File: config.mk
export PLATFORM = sky130hd
export DESIGN_NAME = ccr_charger_regs
export DESIGN_NICKNAME = d
export VERILOG_FILES = /design/src/common/ccr_pkg.sv /design/src/common/ccr_cfg_if.sv /design/src/logic/ccr_charger_regs.sv /design/src/logic/ccr_field_decode.sv /design/src/logic/ccr_sync2.sv
export VERILOG_INCLUDE_DIRS = /design/src /design/src/common
export SDC_FILE = /design/constraint.sdc
export NUM_CORES = 1
export LEC_CHECK = 0
export BUFFER_PORTS_ARGS = -buffer_cell sky130_fd_sc_hd__buf_4
export CAP_MARGIN = 20
export CORE_UTILIZATION = 28
export CTS_CLUSTER_SIZE = 14
export DETAILED_ROUTE_END_ITERATION = 12
export GPL_ROUTABILITY_DRIVEN = 0
export SLEW_MARGIN = 30
export SYNTH_ARGS = -nofsm -noshare
export SYNTH_HDL_FRONTEND = slang
export SYNTH_SLANG_ARGS = --single-unit
File: constraint.sdc
create_clock -name sys_clk -period 3.35 [get_ports sys_clk]
set_input_delay 0.5025 -clock sys_clk [delete_from_list [all_inputs] [get_ports sys_clk]]
set_output_delay 0.5025 -clock sys_clk [all_outputs]
set_load 0.005 [all_outputs]
File: src/common/ccr_params.svh
`ifndef CCR_PARAMS_SVH
`define CCR_PARAMS_SVH
// serial slave address and register offsets
`define CCR_DEV_ADDR 7'h6B
`define CCR_OFS_SYS 8'h01
`define CCR_OFS_CUR 8'h02
`define CCR_OFS_PRE 8'h03
// reset values
`define CCR_RST_SYS 8'h1A
`define CCR_RST_CUR 8'hA2
`define CCR_RST_PRE 8'h22
// bits that survive watchdog expiry
`define CCR_WDK_SYS 8'h8F
`define CCR_WDK_CUR 8'h40
`define CCR_WDK_PRE 8'h00
// field positions
`define CCR_BIT_PSKIP 7
`define CCR_BIT_KICK 6
`define CCR_BIT_BOOST 5
`define CCR_BIT_CHG 4
`define CCR_FLOOR_HI 3
`define CCR_FLOOR_LO 1
`define CCR_BIT_VBSEL 0
`define CCR_BIT_BLIM 7
`define CCR_BIT_FULL 6
`define CCR_FAST_CHARGE_CURRENT_CODE_HI 5
`define CCR_PRE_HI 7
`define CCR_PRE_LO 4
`define CCR_TERM_HI 3
// code limits
`define CCR_FAST_CHARGE_CURRENT_CODE_MAX 6'h32
`define CCR_IPRE_MAX 4'hC
`define CCR_IIN_700MA 5'h06
`define CCR_RD_FILL 8'h00
`endif

File: src/common/ccr_pkg.sv
package ccr_pkg;
    typedef enum logic [3:0] {
        CCR_IDLE,
        CCR_ADDR,
        CCR_ADDR_ACK,
        CCR_PTR,
        CCR_PTR_ACK,
        CCR_WDATA,
        CCR_WDATA_ACK,
        CCR_RDATA,
        CCR_RDATA_ACK
    } ccr_i2c_state_t;
endpackage

File: src/common/ccr_cfg_if.sv
`timescale 1ns/100ps
interface ccr_cfg_if;
    logic [7:0] sys_ctl;
    logic [7:0] cur_ctl;
    logic [7:0] pre_term;
    logic ce_n_s;
    logic [4:0] iin_code;
    logic charge_run;
    logic switch_low;
    logic [5:0] fast_charge_current_code_eff;
    logic [3:0] pre_eff;
    modport regs (output sys_ctl, cur_ctl, pre_term, ce_n_s, iin_code,
                  input charge_run, switch_low, fast_charge_current_code_eff, pre_eff);
    modport dec (input sys_ctl, cur_ctl, pre_term, ce_n_s, iin_code,
                 output charge_run, switch_low, fast_charge_current_code_eff, pre_eff);
endinterface

File: src/logic/ccr_charger_regs.sv
`timescale 1ns/100ps
`include "ccr_params.svh"
// Overview of operation
// System control register resets to 00011010.
// Bit 7 set forces light-load pulse skipping off; clear keeps it on.
// Writing 1 to bit 6 kicks the watchdog; the bit then clears itself.
// Boost enable overrides charge enable; no charging while boost is on.
// Charging needs charge-enable pin low and charge enable bit set together.
// Three-bit system floor field codes 2.6 V to 3.7 V, reset 101.
// Bit 0 picks boost falling battery threshold 2.8 V or 2.5 V.
// Current control register resets to 10100010.
// Bit 7 picks boost current limit 0.5 A or 1.2 A.
// Sizing bit clear uses small switch below 700 mA input limit.
// In boost the full input switch is always used.
// Fast-charge code is binary, 60 mA per step, no offset.
// Fast-charge code zero disables charging.
// Fast-charge codes above 110010 act as 110010.
// Third register resets to 00100010: precharge high nibble, termination low.
// Precharge and termination codes 60 mA offset plus 60 mA steps; precharge clamps at 1100.
// Watchdog expiry restores defaults except skip, floor, threshold and sizing bits.
module ccr_charger_regs
    import ccr_pkg::*;
(
    input wire logic sys_clk,
    input wire logic rst,
    input wire logic scl_in,
    input wire logic sda_in,
    output logic sda_out,
    output logic sda_oe,
    input wire logic charge_enable_n,
    input wire logic reg_reset,
    input wire logic watchdog_expired,
    input wire logic [4:0] input_current_limit_code,
    output logic pulse_skip_disable,
    output logic watchdog_kick,
    output logic boost_enable,
    output logic charge_allowed,
    output logic [2:0] system_floor_voltage,
    output logic boost_floor_low_sel,
    output logic boost_current_limit,
    output logic input_switch_full_size,
    output logic [5:0] fast_charge_current_code,
    output logic [3:0] precharge_current_code,
    output logic [3:0] termination_current_code
);
    ccr_cfg_if cfg();
    ccr_i2c_state_t state;
    logic scl_s;
    logic sda_s;
    logic ce_n_s;
    logic scl_d;
    logic sda_d;
    logic scl_rise;
    logic scl_fall;
    logic bus_start;
    logic bus_stop;
    logic [2:0] bit_cnt;
    logic got_byte;
    logic [7:0] shreg;
    logic [7:0] tx;
    logic [7:0] ptr;
    logic wr_stb;
    logic [7:0] wr_idx;
    logic [7:0] wr_data;
    logic [7:0] sys_ctl;
    logic [7:0] cur_ctl;
    logic [7:0] pre_term;
    logic kick_q;
    logic sda_low;
    logic [7:0] rd_next;

    function automatic logic idx_ok(input logic [7:0] idx);
        idx_ok = (idx == `CCR_OFS_SYS) || (idx == `CCR_OFS_CUR) || (idx == `CCR_OFS_PRE);
    endfunction

    function automatic logic [7:0] rd_byte(input logic [7:0] idx, input logic [7:0] r1,
                                           input logic [7:0] r2, input logic [7:0] r3);
        case (idx)
            `CCR_OFS_SYS: rd_byte = r1;
            `CCR_OFS_CUR: rd_byte = r2;
            `CCR_OFS_PRE: rd_byte = r3;
            default: rd_byte = `CCR_RD_FILL;
        endcase
    endfunction

    ccr_sync2 #(
        .WIDTH(3)
    ) u_sync (
        .sys_clk(sys_clk),
        .rst(rst),
        .async_in({scl_in, sda_in, charge_enable_n}),
        .sync_out({scl_s, sda_s, ce_n_s})
    );

    ccr_field_decode u_dec (
        .sys_clk(sys_clk),
        .rst(rst),
        .cfg(cfg.dec)
    );

    assign cfg.sys_ctl = sys_ctl;
    assign cfg.cur_ctl = cur_ctl;
    assign cfg.pre_term = pre_term;
    assign cfg.ce_n_s = ce_n_s;
    assign cfg.iin_code = input_current_limit_code;
    assign rd_next = rd_byte(ptr, sys_ctl, cur_ctl, pre_term);

    // edge detection on the synchronised bus lines
    always_ff @(posedge sys_clk)
    begin
        if (rst)
        begin
            scl_d <= 1'b1;
            sda_d <= 1'b1;
        end
        else
        begin
            scl_d <= scl_s;
            sda_d <= sda_s;
        end
    end

    assign scl_rise = scl_s && !scl_d;
    assign scl_fall = !scl_s && scl_d;
    assign bus_start = scl_s && scl_d && sda_d && !sda_s;
    assign bus_stop = scl_s && scl_d && !sda_d && sda_s;

    // serial slave: address, pointer, then data with auto-increment
    always_ff @(posedge sys_clk)
    begin
        if (rst)
        begin
            state <= CCR_IDLE;
            bit_cnt <= 3'h0;
            got_byte <= 1'b0;
            shreg <= 8'h00;
            tx <= 8'h00;
            ptr <= 8'h00;
            sda_oe <= 1'b0;
            wr_stb <= 1'b0;
            wr_idx <= 8'h00;
            wr_data <= 8'h00;
        end
        else
        begin
            wr_stb <= 1'b0;
            if (bus_start)
            begin
                state <= CCR_ADDR;
                bit_cnt <= 3'h0;
                got_byte <= 1'b0;
                sda_oe <= 1'b0;
            end
            else if (bus_stop)
            begin
                state <= CCR_IDLE;
                sda_oe <= 1'b0;
            end
            else
            begin
                case (state)
                    CCR_ADDR, CCR_PTR, CCR_WDATA:
                    begin
                        if (scl_rise)
                        begin
                            shreg <= {shreg[6:0], sda_s};
                            bit_cnt <= bit_cnt + 3'h1;
                            if (bit_cnt == 3'h7)
                            begin
                                got_byte <= 1'b1;
                            end
                        end
                        else if (scl_fall && got_byte)
                        begin
                            got_byte <= 1'b0;
                            if (state == CCR_ADDR)
                            begin
                                if (shreg[7:1] == `CCR_DEV_ADDR && (!shreg[0] || idx_ok(ptr)))
                                begin
                                    sda_oe <= 1'b1;
                                    state <= CCR_ADDR_ACK;
                                    tx <= rd_byte(ptr, sys_ctl, cur_ctl, pre_term);
                                end
                                else
                                begin
                                    state <= CCR_IDLE;
                                end
                            end
                            else if (idx_ok(state == CCR_PTR ? shreg : ptr))
                            begin
                                sda_oe <= 1'b1;
                                if (state == CCR_PTR)
                                begin
                                    ptr <= shreg;
                                    state <= CCR_PTR_ACK;
                                end
                                else
                                begin
                                    wr_stb <= 1'b1;
                                    wr_idx <= ptr;
                                    wr_data <= shreg;
                                    ptr <= ptr + 8'h01;
                                    state <= CCR_WDATA_ACK;
                                end
                            end
                            else
                            begin
                                // unmapped pointer: no acknowledge, back to idle
                                state <= CCR_IDLE;
                            end
                        end
                    end
                    CCR_ADDR_ACK:
                    begin
                        if (scl_fall)
                        begin
                            if (shreg[0])
                            begin
                                sda_oe <= !tx[7];
                                tx <= {tx[6:0], 1'b0};
                                bit_cnt <= 3'h1;
                                state <= CCR_RDATA;
                            end
                            else
                            begin
                                sda_oe <= 1'b0;
                                state <= CCR_PTR;
                            end
                        end
                    end
                    CCR_PTR_ACK, CCR_WDATA_ACK:
                    begin
                        if (scl_fall)
                        begin
                            sda_oe <= 1'b0;
                            state <= CCR_WDATA;
                        end
                    end
                    CCR_RDATA:
                    begin
                        if (scl_fall)
                        begin
                            if (bit_cnt == 3'h0)
                            begin
                                sda_oe <= 1'b0;
                                state <= CCR_RDATA_ACK;
                            end
                            else
                            begin
                                sda_oe <= !tx[7];
                                tx <= {tx[6:0], 1'b0};
                                bit_cnt <= bit_cnt + 3'h1;
                            end
                        end
                    end
                    CCR_RDATA_ACK:
                    begin
                        if (scl_rise)
                        begin
                            if (sda_s)
                            begin
                                state <= CCR_IDLE;
                            end
                            else
                            begin
                                ptr <= ptr + 8'h01;
                                got_byte <= 1'b1;
                            end
                        end
                        else if (scl_fall && got_byte)
                        begin
                            got_byte <= 1'b0;
                            tx <= {rd_next[6:0], 1'b0};
                            sda_oe <= !rd_next[7];
                            bit_cnt <= 3'h1;
                            state <= CCR_RDATA;
                        end
                        else if (!got_byte && scl_fall)
                        begin
                            state <= CCR_IDLE;
                        end
                    end
                    default:
                    begin
                        sda_oe <= 1'b0;
                    end
                endcase
            end
        end
    end

    // register bank; a host write in the same cycle wins over self-clear
    always_ff @(posedge sys_clk)
    begin
        if (rst || reg_reset)
        begin
            sys_ctl <= `CCR_RST_SYS;
            cur_ctl <= `CCR_RST_CUR;
            pre_term <= `CCR_RST_PRE;
        end
        else
        begin
            if (watchdog_expired)
            begin
                sys_ctl <= (sys_ctl & `CCR_WDK_SYS) | (`CCR_RST_SYS & ~`CCR_WDK_SYS);
                cur_ctl <= (cur_ctl & `CCR_WDK_CUR) | (`CCR_RST_CUR & ~`CCR_WDK_CUR);
                pre_term <= (pre_term & `CCR_WDK_PRE) | (`CCR_RST_PRE & ~`CCR_WDK_PRE);
            end
            else if (sys_ctl[`CCR_BIT_KICK])
            begin
                sys_ctl[`CCR_BIT_KICK] <= 1'b0;
            end
            if (wr_stb)
            begin
                case (wr_idx)
                    `CCR_OFS_SYS: sys_ctl <= wr_data;
                    `CCR_OFS_CUR: cur_ctl <= wr_data;
                    `CCR_OFS_PRE: pre_term <= wr_data;
                    default: ;
                endcase
            end
        end
    end

    // watchdog restart pulse follows the kick bit by one cycle
    always_ff @(posedge sys_clk)
    begin
        if (rst)
        begin
            kick_q <= 1'b0;
            sda_low <= 1'b0;
        end
        else
        begin
            kick_q <= sys_ctl[`CCR_BIT_KICK];
            sda_low <= 1'b0;
        end
    end

    assign sda_out = sda_low;
    assign watchdog_kick = kick_q;
    assign pulse_skip_disable = sys_ctl[`CCR_BIT_PSKIP];
    assign boost_enable = sys_ctl[`CCR_BIT_BOOST];
    assign system_floor_voltage = sys_ctl[`CCR_FLOOR_HI:`CCR_FLOOR_LO];
    assign boost_floor_low_sel = sys_ctl[`CCR_BIT_VBSEL];
    assign boost_current_limit = cur_ctl[`CCR_BIT_BLIM];
    assign charge_allowed = cfg.charge_run;
    assign input_switch_full_size = cfg.switch_low;
    assign fast_charge_current_code = cfg.fast_charge_current_code_eff;
    assign precharge_current_code = cfg.pre_eff;
    assign termination_current_code = pre_term[`CCR_TERM_HI:0];
endmodule

File: src/logic/ccr_field_decode.sv
`timescale 1ns/100ps
`include "ccr_params.svh"
module ccr_field_decode
    import ccr_pkg::*;
(
    input wire logic sys_clk,
    input wire logic rst,
    ccr_cfg_if.dec cfg
);
    logic [5:0] fast_charge_current_code_raw;
    logic [3:0] pre_raw;

    assign fast_charge_current_code_raw = cfg.cur_ctl[`CCR_FAST_CHARGE_CURRENT_CODE_HI:0];
    assign pre_raw = cfg.pre_term[`CCR_PRE_HI:`CCR_PRE_LO];

    always_ff @(posedge sys_clk)
    begin
        if (rst)
        begin
            cfg.charge_run <= 1'b0;
            cfg.switch_low <= 1'b0;
            cfg.fast_charge_current_code_eff <= 6'h00;
            cfg.pre_eff <= 4'h0;
        end
        else
        begin
            cfg.charge_run <= !cfg.ce_n_s && cfg.sys_ctl[`CCR_BIT_CHG]
                && !cfg.sys_ctl[`CCR_BIT_BOOST]
                && (fast_charge_current_code_raw != 6'h00);
            cfg.switch_low <= cfg.sys_ctl[`CCR_BIT_BOOST]
                || cfg.cur_ctl[`CCR_BIT_FULL] || (cfg.iin_code >= `CCR_IIN_700MA);
            cfg.fast_charge_current_code_eff <= (fast_charge_current_code_raw > `CCR_FAST_CHARGE_CURRENT_CODE_MAX) ? `CCR_FAST_CHARGE_CURRENT_CODE_MAX : fast_charge_current_code_raw;
            cfg.pre_eff <= (pre_raw > `CCR_IPRE_MAX) ? `CCR_IPRE_MAX : pre_raw;
        end
    end
endmodule

File: src/logic/ccr_sync2.sv
`timescale 1ns/100ps
module ccr_sync2 #(
    parameter int WIDTH = 1
) (
    input wire logic sys_clk,
    input wire logic rst,
    input wire logic [WIDTH-1:0] async_in,
    output logic [WIDTH-1:0] sync_out
);
    logic [WIDTH-1:0] meta;

    // idle-high reset keeps a released bus from looking like a start
    always_ff @(posedge sys_clk)
    begin
        if (rst)
        begin
            meta <= '1;
            sync_out <= '1;
        end
        else
        begin
            meta <= async_in;
            sync_out <= meta;
        end
    end
endmodule

==> results of run 1 <==
report_power, final:
group          internal (mW)  switching, mW
registers               1.15         0.0254
clock network          0.516          0.476
logic                 0.0730          0.103
placed cells by master (no fill, tap or decap), types with 2 or more instances in the layout:
master,synthesis,layout
a222oi_1,8,8
o32ai_1,3,3
ha_1,6,6
nor2_1,61,61
inv_1,10,10
nor3_1,21,20
o21a_1,2,2
nand2_1,49,49
dfxtp_1,95,95
o211ai_1,2,2
clkbuf_16,0,9
buf_4,9,40
or2_2,11,11
o22ai_1,4,4
nor4_1,5,5
mux2i_1,26,26
and3_1,6,6
nand3_1,19,19
a21oi_1,43,43
clkinvlp_4,0,3
nand2b_1,5,5
o211a_1,2,2
a2bb2oi_1,4,4
a311oi_1,5,5
nor2b_1,17,17
and2_1,13,13
inv_8,0,2
nor3b_1,3,3
a31oi_1,2,2
o21ai_0,30,30
nand3b_1,8,8
nand4_1,2,2
worst paths after layout:
path	from	end	slack (ps)	depth (start not counted)
worst max-delay path	state[0]	tx[5]	600	6
worst min-delay path	sda_in	u_sync.meta[1]	350	2
worst max register to register	state[0]	tx[5]	600	6
worst min register to register	u_sync.meta[0]	u_sync.sync_out[0]	410	1
registers in the layout, summed over array words and instances (netlist names), 8 cells and up:
register and count:
cfg.cur_ctl 8, cfg.pre_term 8, cfg.sys_ctl 8, ptr 8, shreg 8, tx 8
wr_data 8, wr_idx 8
critical path: stages, from the launching register on:
cell and delay (ps):
dfxtp_1 680, nor2b_1 420, nand2_1 300, a32o_1 380, nor3_4 520, nor2_1 80, a311oi_1 260
cells in the mapped netlist, types with 2 or more instances:
master,number,area (sq um)
dfxtp_1,95,1902
nor2_1,61,229.0
nand2_1,49,183.9
a21oi_1,43,215.2
o21ai_0,30,150.1
clkbuf_1,26,97.59
mux2i_1,26,260.3
nor3_1,21,105.1
nand3_1,19,95.09
nor2b_1,17,106.4
and2_1,13,81.33
or2_2,11,68.82
inv_1,10,37.54
buf_4,9,67.56
a222oi_1,8,80.08
nand3b_1,8,60.06
and3_1,6,37.54
ha_1,6,75.07
a311oi_1,5,43.79
nand2b_1,5,31.28
nor4_1,5,31.28
a2bb2oi_1,4,35.03
buf_2,4,20.02
o22ai_1,4,25.02
nor3b_1,3,22.52
o32ai_1,3,26.28
a31oi_1,2,12.51
buf_1,2,7.510
nand4_1,2,12.51
o211a_1,2,20.02
o211ai_1,2,15.01
o21a_1,2,15.01
through the flow:
stage	total power, mW	instances	hold slack [ps]	area (sq um)
4_1_cts	2.352	758	338.0	5124
2_1_floorplan	1.323	533	389.5	4469
5_1_grt	2.419	758	345.0	5124
6_report	2.340	758	345.1	5124
3_3_place_gp	1.363	742	399.7	4841
3_5_place_dp	1.371	742	402.3	4841
cells by family (layout without fill, tap and decap cells):
group / Yosys count / in the layout / share of synthesized area
XOR/XNOR: 2 / 2 / 0.003920
other: 1 / 1 / 0.0008391
AND/OR/NAND/NOR: 231 / 231 / 0.2637
flip-flops: 95 / 95 / 0.4255
buffers and inverters: 52 / 66 / 0.05403
adder cells (fa/ha/maj): 7 / 7 / 0.01904
AO/OA/AOI/OAI: 119 / 119 / 0.1747
multiplexers: 26 / 26 / 0.05823
area by class of cell:
type | instances | area (sq um)
Fill cell | 1595 | 10250
Clock inverter | 6 | 53.80
Inverter | 10 | 37.54
Clock buffer | 10 | 229.0
Timing Repair Buffer | 40 | 300.3
Sequential cell | 95 | 1902
Multi-Input combinational cell | 386 | 2337
Tap cell | 211 | 264.0
metal layers:
metal / part of all wire / routed length [microns] / global-route usage
met1: 0.47 / 5479 / 0.2001
met2: 0.46 / 5344 / 0.2318
met3: 0.048 / 560 / 0.02328
met4: 0.021 / 240 / 0.05813
met5: 0 / 0 / 0
==> summary.md, run 1 <==
| Metric | Value |
|---|---|
| Worst path required time | 3600 ps |
| Status | finished, final reports clean |
| Worst Tran Pin Value | 811.6 ps |
| Worst slack, placed | 605.3 ps |
| Starting Density | 0.2908 |
| Std cell rows | 45 |
| Total die area | 16470 sq um |
| Residual overflow from global routing | 0 |
| #FFs+latches synth | 95 |
| # setup viols final | 0 |
| Highest Clock Rate | 0.3634 GHz |
| Crit share post-route | 0.8214 |
| Peak supply drop | 0.0003195 V |
| Syn Nets | 551 |
| Sequential area share after synthesis | 0.4255 |
| Post-Syn Area | 4469 sq um |
| Max clock buf depth | 2 |
| Vias per cell | 5.148 |
| # DRC | 0 |
| RSZ-0062 raised after global routing | no |
| Final WL | 11620 microns |
| Clock transition at path regs | 70 ps |
| CTS sink cnt | 95 |
| Number of DRC markers after the initial detailed-route iteration | 278 |
| Num CTS Buffers | 9 |
| Crit Path Category | reg2reg |
| Final Hold Viols | 0 |
| Pin count of the biggest net entering global routing | 56 |
| Synth Instances | 533 |
| Min Clock Period, post-route | 2752 ps |
| Global Route Usage Sum | 0.1468 |
| Crit end category | flip-flop |
| Syn_area_per_cell | 8.385 sq um |
| Synth async-reset ratio | 0 |
| First-pass GRT wire length | 19290 microns |
| Core area | 15370 sq um |
| Clock Latency Late Sink | 350 ps |
| Static Leak | 1.852 nW |
| Share of cells above drive strength 1 | 0.1408 |
| Die Span Y | 128.3 microns |
| Drt pass-1 iters | 5 |
| Synth-to-layout area growth | 14.64% |
| Startpoint types | flip-flop |
| Crit-path max FO | 16 |
| Clock root buffer | clkbuf_16 |
| Pwr Density | 456.8 nW/um^2 |
| Number of global-route vias before repair | 3705 |
| Worst Clk Skew | 12.31 ps |
| Nets@finish | 560 |
| Most used DFF post-synth | dfxtp_1 |
| Slew margin rel. | 0.4589 |
| Post-CTS sizing | 0 |
| Synth cell types | 62 |
| Finished Core Util | 0.3333 |
| Antenna fix cells | 0 |
| Yosys warning total | 0 |
| Worst EP arrival | 3000 ps |
| # hold bufs at CTS | 0 |
| CTS tree | yes |
| IO Pins | 38 |
| Setup TNS | 0 ps |
| Fin worst setup slack | 598.5 ps |
| Max-cap violations | 0 |
| DR WL/cell | 15.34 microns |
| Number of enable flip-flop cells after synthesis | 0 |
| # Post-CTS Setup Buffers | 0 |
| DR vias | 3902 |
| Die width | 128.3 microns |
| DP HPWL | 7949 microns |
| Initial antenna violation count | 0 |
| Hold Path Class | in2reg |
| Slew Viols, Final | 0 |
| CTS H-tree depth | 3 |
| Buffers added on ports | 35 |
| Final ANT Viol Nets | 0 |
Note: power is estimated with default switching activity, not from simulation.
==> run 2: changes to the inputs <==
- clock period: 3.35 -> 2.4 ns (I/O delays scaled with it)
==> run 2 against run 1 <==
Against the previous run:
- flip-flop and latch count unchanged
- combinational power rose by 58%
- largest cell class unchanged
- critical endpoint is now ptr[4]
- via count shrank 0.10%
- wire length shrank 2.5%
- final area rose by 3.4%
- global-route usage is 0.067 points lower
==> summary.md, run 2 (synthesis results as in run 1) <==
| Metric | Value |
|---|---|
| Status | finished, final reports clean |
| Clock Latency Late Sink | 350 ps |
| Clock transition at path regs | 70 ps |
| Total die area | 16470 sq um |
| Crit share post-route | 0.9410 |
| Post-placement cell area | 4979 sq um |
| Post-CTS sizing | 0 |
| Highest Clock Rate | 0.4428 GHz |
| Initial antenna violation count | 0 |
| DR WL/cell | 14.61 microns |
| # DRC | 0 |
| Number of DRC markers after the initial detailed-route iteration | 278 |
| Worst Clk Skew | 11.41 ps |
| Worst path required time | 2640 ps |
| Nets@finish | 578 |
| Core area | 15370 sq um |
| Pwr Density | 625.7 nW/um^2 |
| Num CTS Buffers | 9 |
| Max clock buf depth | 2 |
| Std cell rows | 45 |
| Worst Tran Pin Value | 648.7 ps |
| Slew margin rel. | 0.5675 |
| Buffers added on ports | 35 |
| Worst EP arrival | 2490 ps |
| Hold Slack | 201.4 ps |
| CTS H-tree depth | 3 |
| Starting Density | 0.2908 |
| Overall power | 3.315 mW |
| Antenna fix cells | 0 |
| Commonest non-fill, non-tap cells in the layout | dfxtp_1, nor2_1, buf_4, nand2_1, a21oi_1 |
| Global Route Usage Sum | 0.1461 |
| Design Area, Final | 5298 sq um |
| Final std cells w/o fill | 776 |
| # hold bufs at CTS | 0 |
| Max-cap violations | 0 |
| Final WL | 11340 microns |
| Vias per cell | 5.023 |
| Cells after DPL | 757 |
| Crit-path max FO | 5 |
| Drt pass-1 iters | 5 |
| Final ANT Viol Nets | 0 |
| Die Span Y | 128.3 microns |
| Synth-to-layout area growth | 18.53% |
| Setup TNS | 0 ps |
| CTS sink cnt | 95 |
| Hold Path Class | in2reg |
| Die width | 128.3 microns |
| Crit end category | flip-flop |
| Residual overflow from global routing | 0 |
| Share of cells above drive strength 1 | 0.1699 |
| First-pass GRT wire length | 19130 microns |
| RSZ-0062 raised after global routing | no |
| Static Leak | 1.972 nW |
| Crit Path Category | reg2reg |
| IO Pins | 38 |
| Final Hold Viols | 0 |
| DP HPWL | 8150 microns |
| Peak supply drop | 0.0003725 V |
| Min Clock Period, post-route | 2258 ps |
| # setup viols final | 0 |
| Clock root buffer | clkbuf_16 |
| Slew Viols, Final | 0 |
| Startpoint types | flip-flop |
| CTS tree | yes |
| DR vias | 3898 |
| Pin count of the biggest net entering global routing | 36 |
| Commonest non-fill, non-tap cell in the layout | dfxtp_1 |
| Number of global-route vias before repair | 3830 |
==> run 2: final timing paths <==
kind / startpoint / endpoint / slack, ps / depth (start not counted)
worst max-delay path: ptr[2] / ptr[4] / 140 / 7
worst min-delay path: charge_enable_n / u_sync.meta[0] / 200 / 2
worst max register to register: ptr[2] / ptr[4] / 140 / 7
worst min register to register: u_sync.meta[0] / u_sync.sync_out[0] / 410 / 1
==> run 2: repair_timing <==
action                                 4_1_cts  5_1_grt
setup endpoints to repair                    0        2
buffers inserted                             0        3
endpoints found under the hold margin        0        0
==> run 2: metrics by stage <==
stage / worst slack (ps) / utilization
floorplan: 340.5 / -
global placement: 159.8 / 0.3239
detailed placement: 137.0 / 0.3239
CTS: 123.7 / 0.3432
global route: 14.98 / 0.3446
finish: 141.7 / 0.3446
==> run 2: routing by layer <==
layer | part of all wire | vias up | track usage
met5 | 0 | - | 0
met4 | 0.015 | 0 | 0.05190
met3 | 0.052 | 16 | 0.02703
met2 | 0.46 | 109 | 0.2372
met1 | 0.47 | 1844 | 0.1938
li1 | - | 1929 | -
==> run 2: worst max-delay path, cell delays in order (launching register included) <==
cell and delay [ps]:
dfxtp_1 340, or4_4 550, a2111o_1 410, a211oi_4 370, buf_4 180, o22ai_1 80
a2bb2oi_1 160, nor2_1 50
==> run 2: area by class of cell <==
cell class	instances	area (sq um)
clock inverter	6	57.56
inverter	10	37.54
tap	211	264.0
fill	1571	10070
clock buffer	10	239.0
sequential	95	1902
multi-input combinational	386	2337
timing repair buffer	58	460.4
==> run 2: where the power goes <==
| group | internal [mW] | switching (mW) |
|---|---|---|
| clock network | 0.757 | 0.658 |
| logic | 0.121 | 0.157 |
| registers | 1.60 | 0.0209 |
==> run 3: changes to the inputs <==
- clock period: 2.4 -> 2.1 ns (I/O delays scaled with it)
==> run 3 against run 2 <==
Against the previous run:
- the flow now finishes with violations (setup timing)
- highest routed layer unchanged
- critical path type unchanged
- flip-flop and latch count stayed put
- utilization grew 2.3 points
- worst hold slack worse by 47 ps
==> summary.md, run 3 (synthesis results as in run 1) <==
| Metric | Value |
|---|---|
| Status | complete, but fails checks |
| Violated checks | setup timing |
| CTS sink cnt | 95 |
| Total die area | 16470 sq um |
| CP max-delay cell | or4_4 |
| Clock Latency Late Sink | 350 ps |
| Residual overflow from global routing | 0 |
| Worst path required time | 2330 ps |
| Min Clock Period, post-route | 2170 ps |
| Die width | 128.3 microns |
| First-pass GRT wire length | 19640 microns |
| Number of DRC markers after the initial detailed-route iteration | 282 |
| CTS H-tree depth | 3 |
| Final Hold Viols | 0 |
| Drt pass-1 iters | 5 |
| Crit-path max FO | 7 |
| Number of global-route vias before repair | 3802 |
| Max clock buf depth | 2 |
| Path depth of the worst reg2reg path | 8 |
| Die Span Y | 128.3 microns |
| Fin worst setup slack | -70.24 ps |
| # fillers | 1564 |
| Internal power | 2.825 mW |
| Setup TNS | -561.6 ps |
| HP Start | charge_enable_n |
| RR Endpoint | ptr[2] |
| Vias per cell | 5.031 |
| RR Startpoint | ptr[2] |
| Clock power share | 0.417 |
| # setup viols final | 15 |
| Cells after DPL | 782 |
| Pin count of the biggest net entering global routing | 36 |
| Seq pwr share | 0.488 |
| Worst Clk Skew | 10.71 ps |
| Nets@finish | 606 |
| Std cell rows | 45 |
| Hold Slack | 154.8 ps |
| Global Route Usage Sum | 0.1524 |
| Final std cells w/o fill | 804 |
| Crit-path leading delay family | compound AO/OA/AOI/OAI gates |
| Worst slack, placed | -97.25 ps |
| CTS tree | yes |
| Reg-to-reg setup timing slack | -70 ps |
| Final WL | 12220 microns |
| IO Pins | 38 |
| Starting Density | 0.2908 |
| Static Leak | 2.176 nW |
| Startpoint types | flip-flop |
| Crit-path max cell delay | 570 ps |
| Antenna fix cells | 0 |
| Synth-to-layout area growth | 26.51% |
| Slew Viols, Final | 0 |
| Pwr Density | 672.3 nW/um^2 |
| # DRC | 0 |
| Buffers added on ports | 35 |
| Num CTS Buffers | 9 |
| Clock transition at path regs | 70 ps |
| Switching Power | 0.9767 mW |
| Commonest non-fill, non-tap cells in the layout | dfxtp_1, buf_4, nor2_1, nand2_1, a21oi_1 |
| Worst EP arrival | 2400 ps |
| DR WL/cell | 15.20 microns |
| Clock root buffer | clkbuf_16 |
| Highest Clock Rate | 0.4608 GHz |
| Peak supply drop | 0.0005302 V |
| RSZ-0062 raised after global routing | yes |
| Crit share post-route | 1.033 |
| DP HPWL | 8550 microns |
| Commonest non-fill, non-tap cell in the layout | dfxtp_1 |
| Worst Tran Pin Value | 625.1 ps |
| Slew margin rel. | 0.5817 |
| # hold bufs at CTS | 0 |
| Logic pwr share | 0.095 |
| Max-cap violations | 0 |
| DR vias | 4045 |
| WP buf/inv | 2 |
| Core area | 15370 sq um |
| Final ANT Viol Nets | 0 |
| Initial antenna violation count | 0 |
| Worst hold path stage count | 2 |
| Hold Path Class | in2reg |
| Switching share of power | 0.2569 |
| Cell Chain, Critical Path | or4_4, a2111o_1, buf_4, a211oi_4, buf_6, o22ai_2, a2bb2oi_2, nor2_1 |
| Crit end category | flip-flop |
| Share of cells above drive strength 1 | 0.2445 |
| Min-Delay Endpoint | u_sync.meta[0] |
| Crit Path Category | reg2reg |
[run 3: layer usage]
metal / vias up / GRT usage / part of all wire
met5: - / 0 / 0
met2: 111 / 0.2420 / 0.47
met4: 0 / 0.05606 / 0.018
li1: 1986 / - / -
met1: 1930 / 0.2034 / 0.47
met3: 18 / 0.03243 / 0.043
[run 3: per-stage QoR]
step	area [sq um]	utilization	total power [mW]
floorplan	4469	-	2.111
global placement	5166	0.3361	2.234
detailed placement	5166	0.3361	2.246
CTS	5570	0.3624	3.825
global route	5654	0.3678	3.949
finish	5654	0.3678	3.801
[run 3: worst max-delay path by stage]
stage,to,from,cells after the start
global route,ptr[5],ptr[2],8
finish,ptr[2],ptr[2],8
global placement,ptr[7],ptr[2],6
floorplan,wr_data[0],ptr[2],6
CTS,tx[2],ptr[4],7
detailed placement,ptr[7],ptr[2],6
[run 3: final cells by class]
type                       instances  area (sq um)  share of cell area
inverter                          10         37.54            0.006639
clock inverter                     7         61.31             0.01084
timing repair buffer              85         684.4              0.1210
multi-input combinational        387          2477              0.4382
tap                              211         264.0             0.04669
sequential                        95          1904              0.3368
clock buffer                       9         225.2             0.03983
[run 3: timing repair]
item,4_1_cts,5_1_grt
resized for setup,17,17
setup endpoints to repair,16,37
setup buffers,3,1
cloned,1,1
pin swaps,11,16
[run 3: worst register-to-register path: cells and delay by family (launching register included)]
kind            cells  cell delay [ps]
compound gates      4              790
flops               1              320
buf+inv             2              330
simple gates        2              630
[run 3: power by group through the flow]
stage | clock [mW] | sequential, mW | combinational (mW)
after floorplan | 0 | 1.89 | 0.224
after global placement | 0 | 1.89 | 0.339
after detailed placement | 0 | 1.90 | 0.350
after CTS | 1.62 | 1.85 | 0.352
after global routing | 1.69 | 1.86 | 0.402
final | 1.58 | 1.86 | 0.362
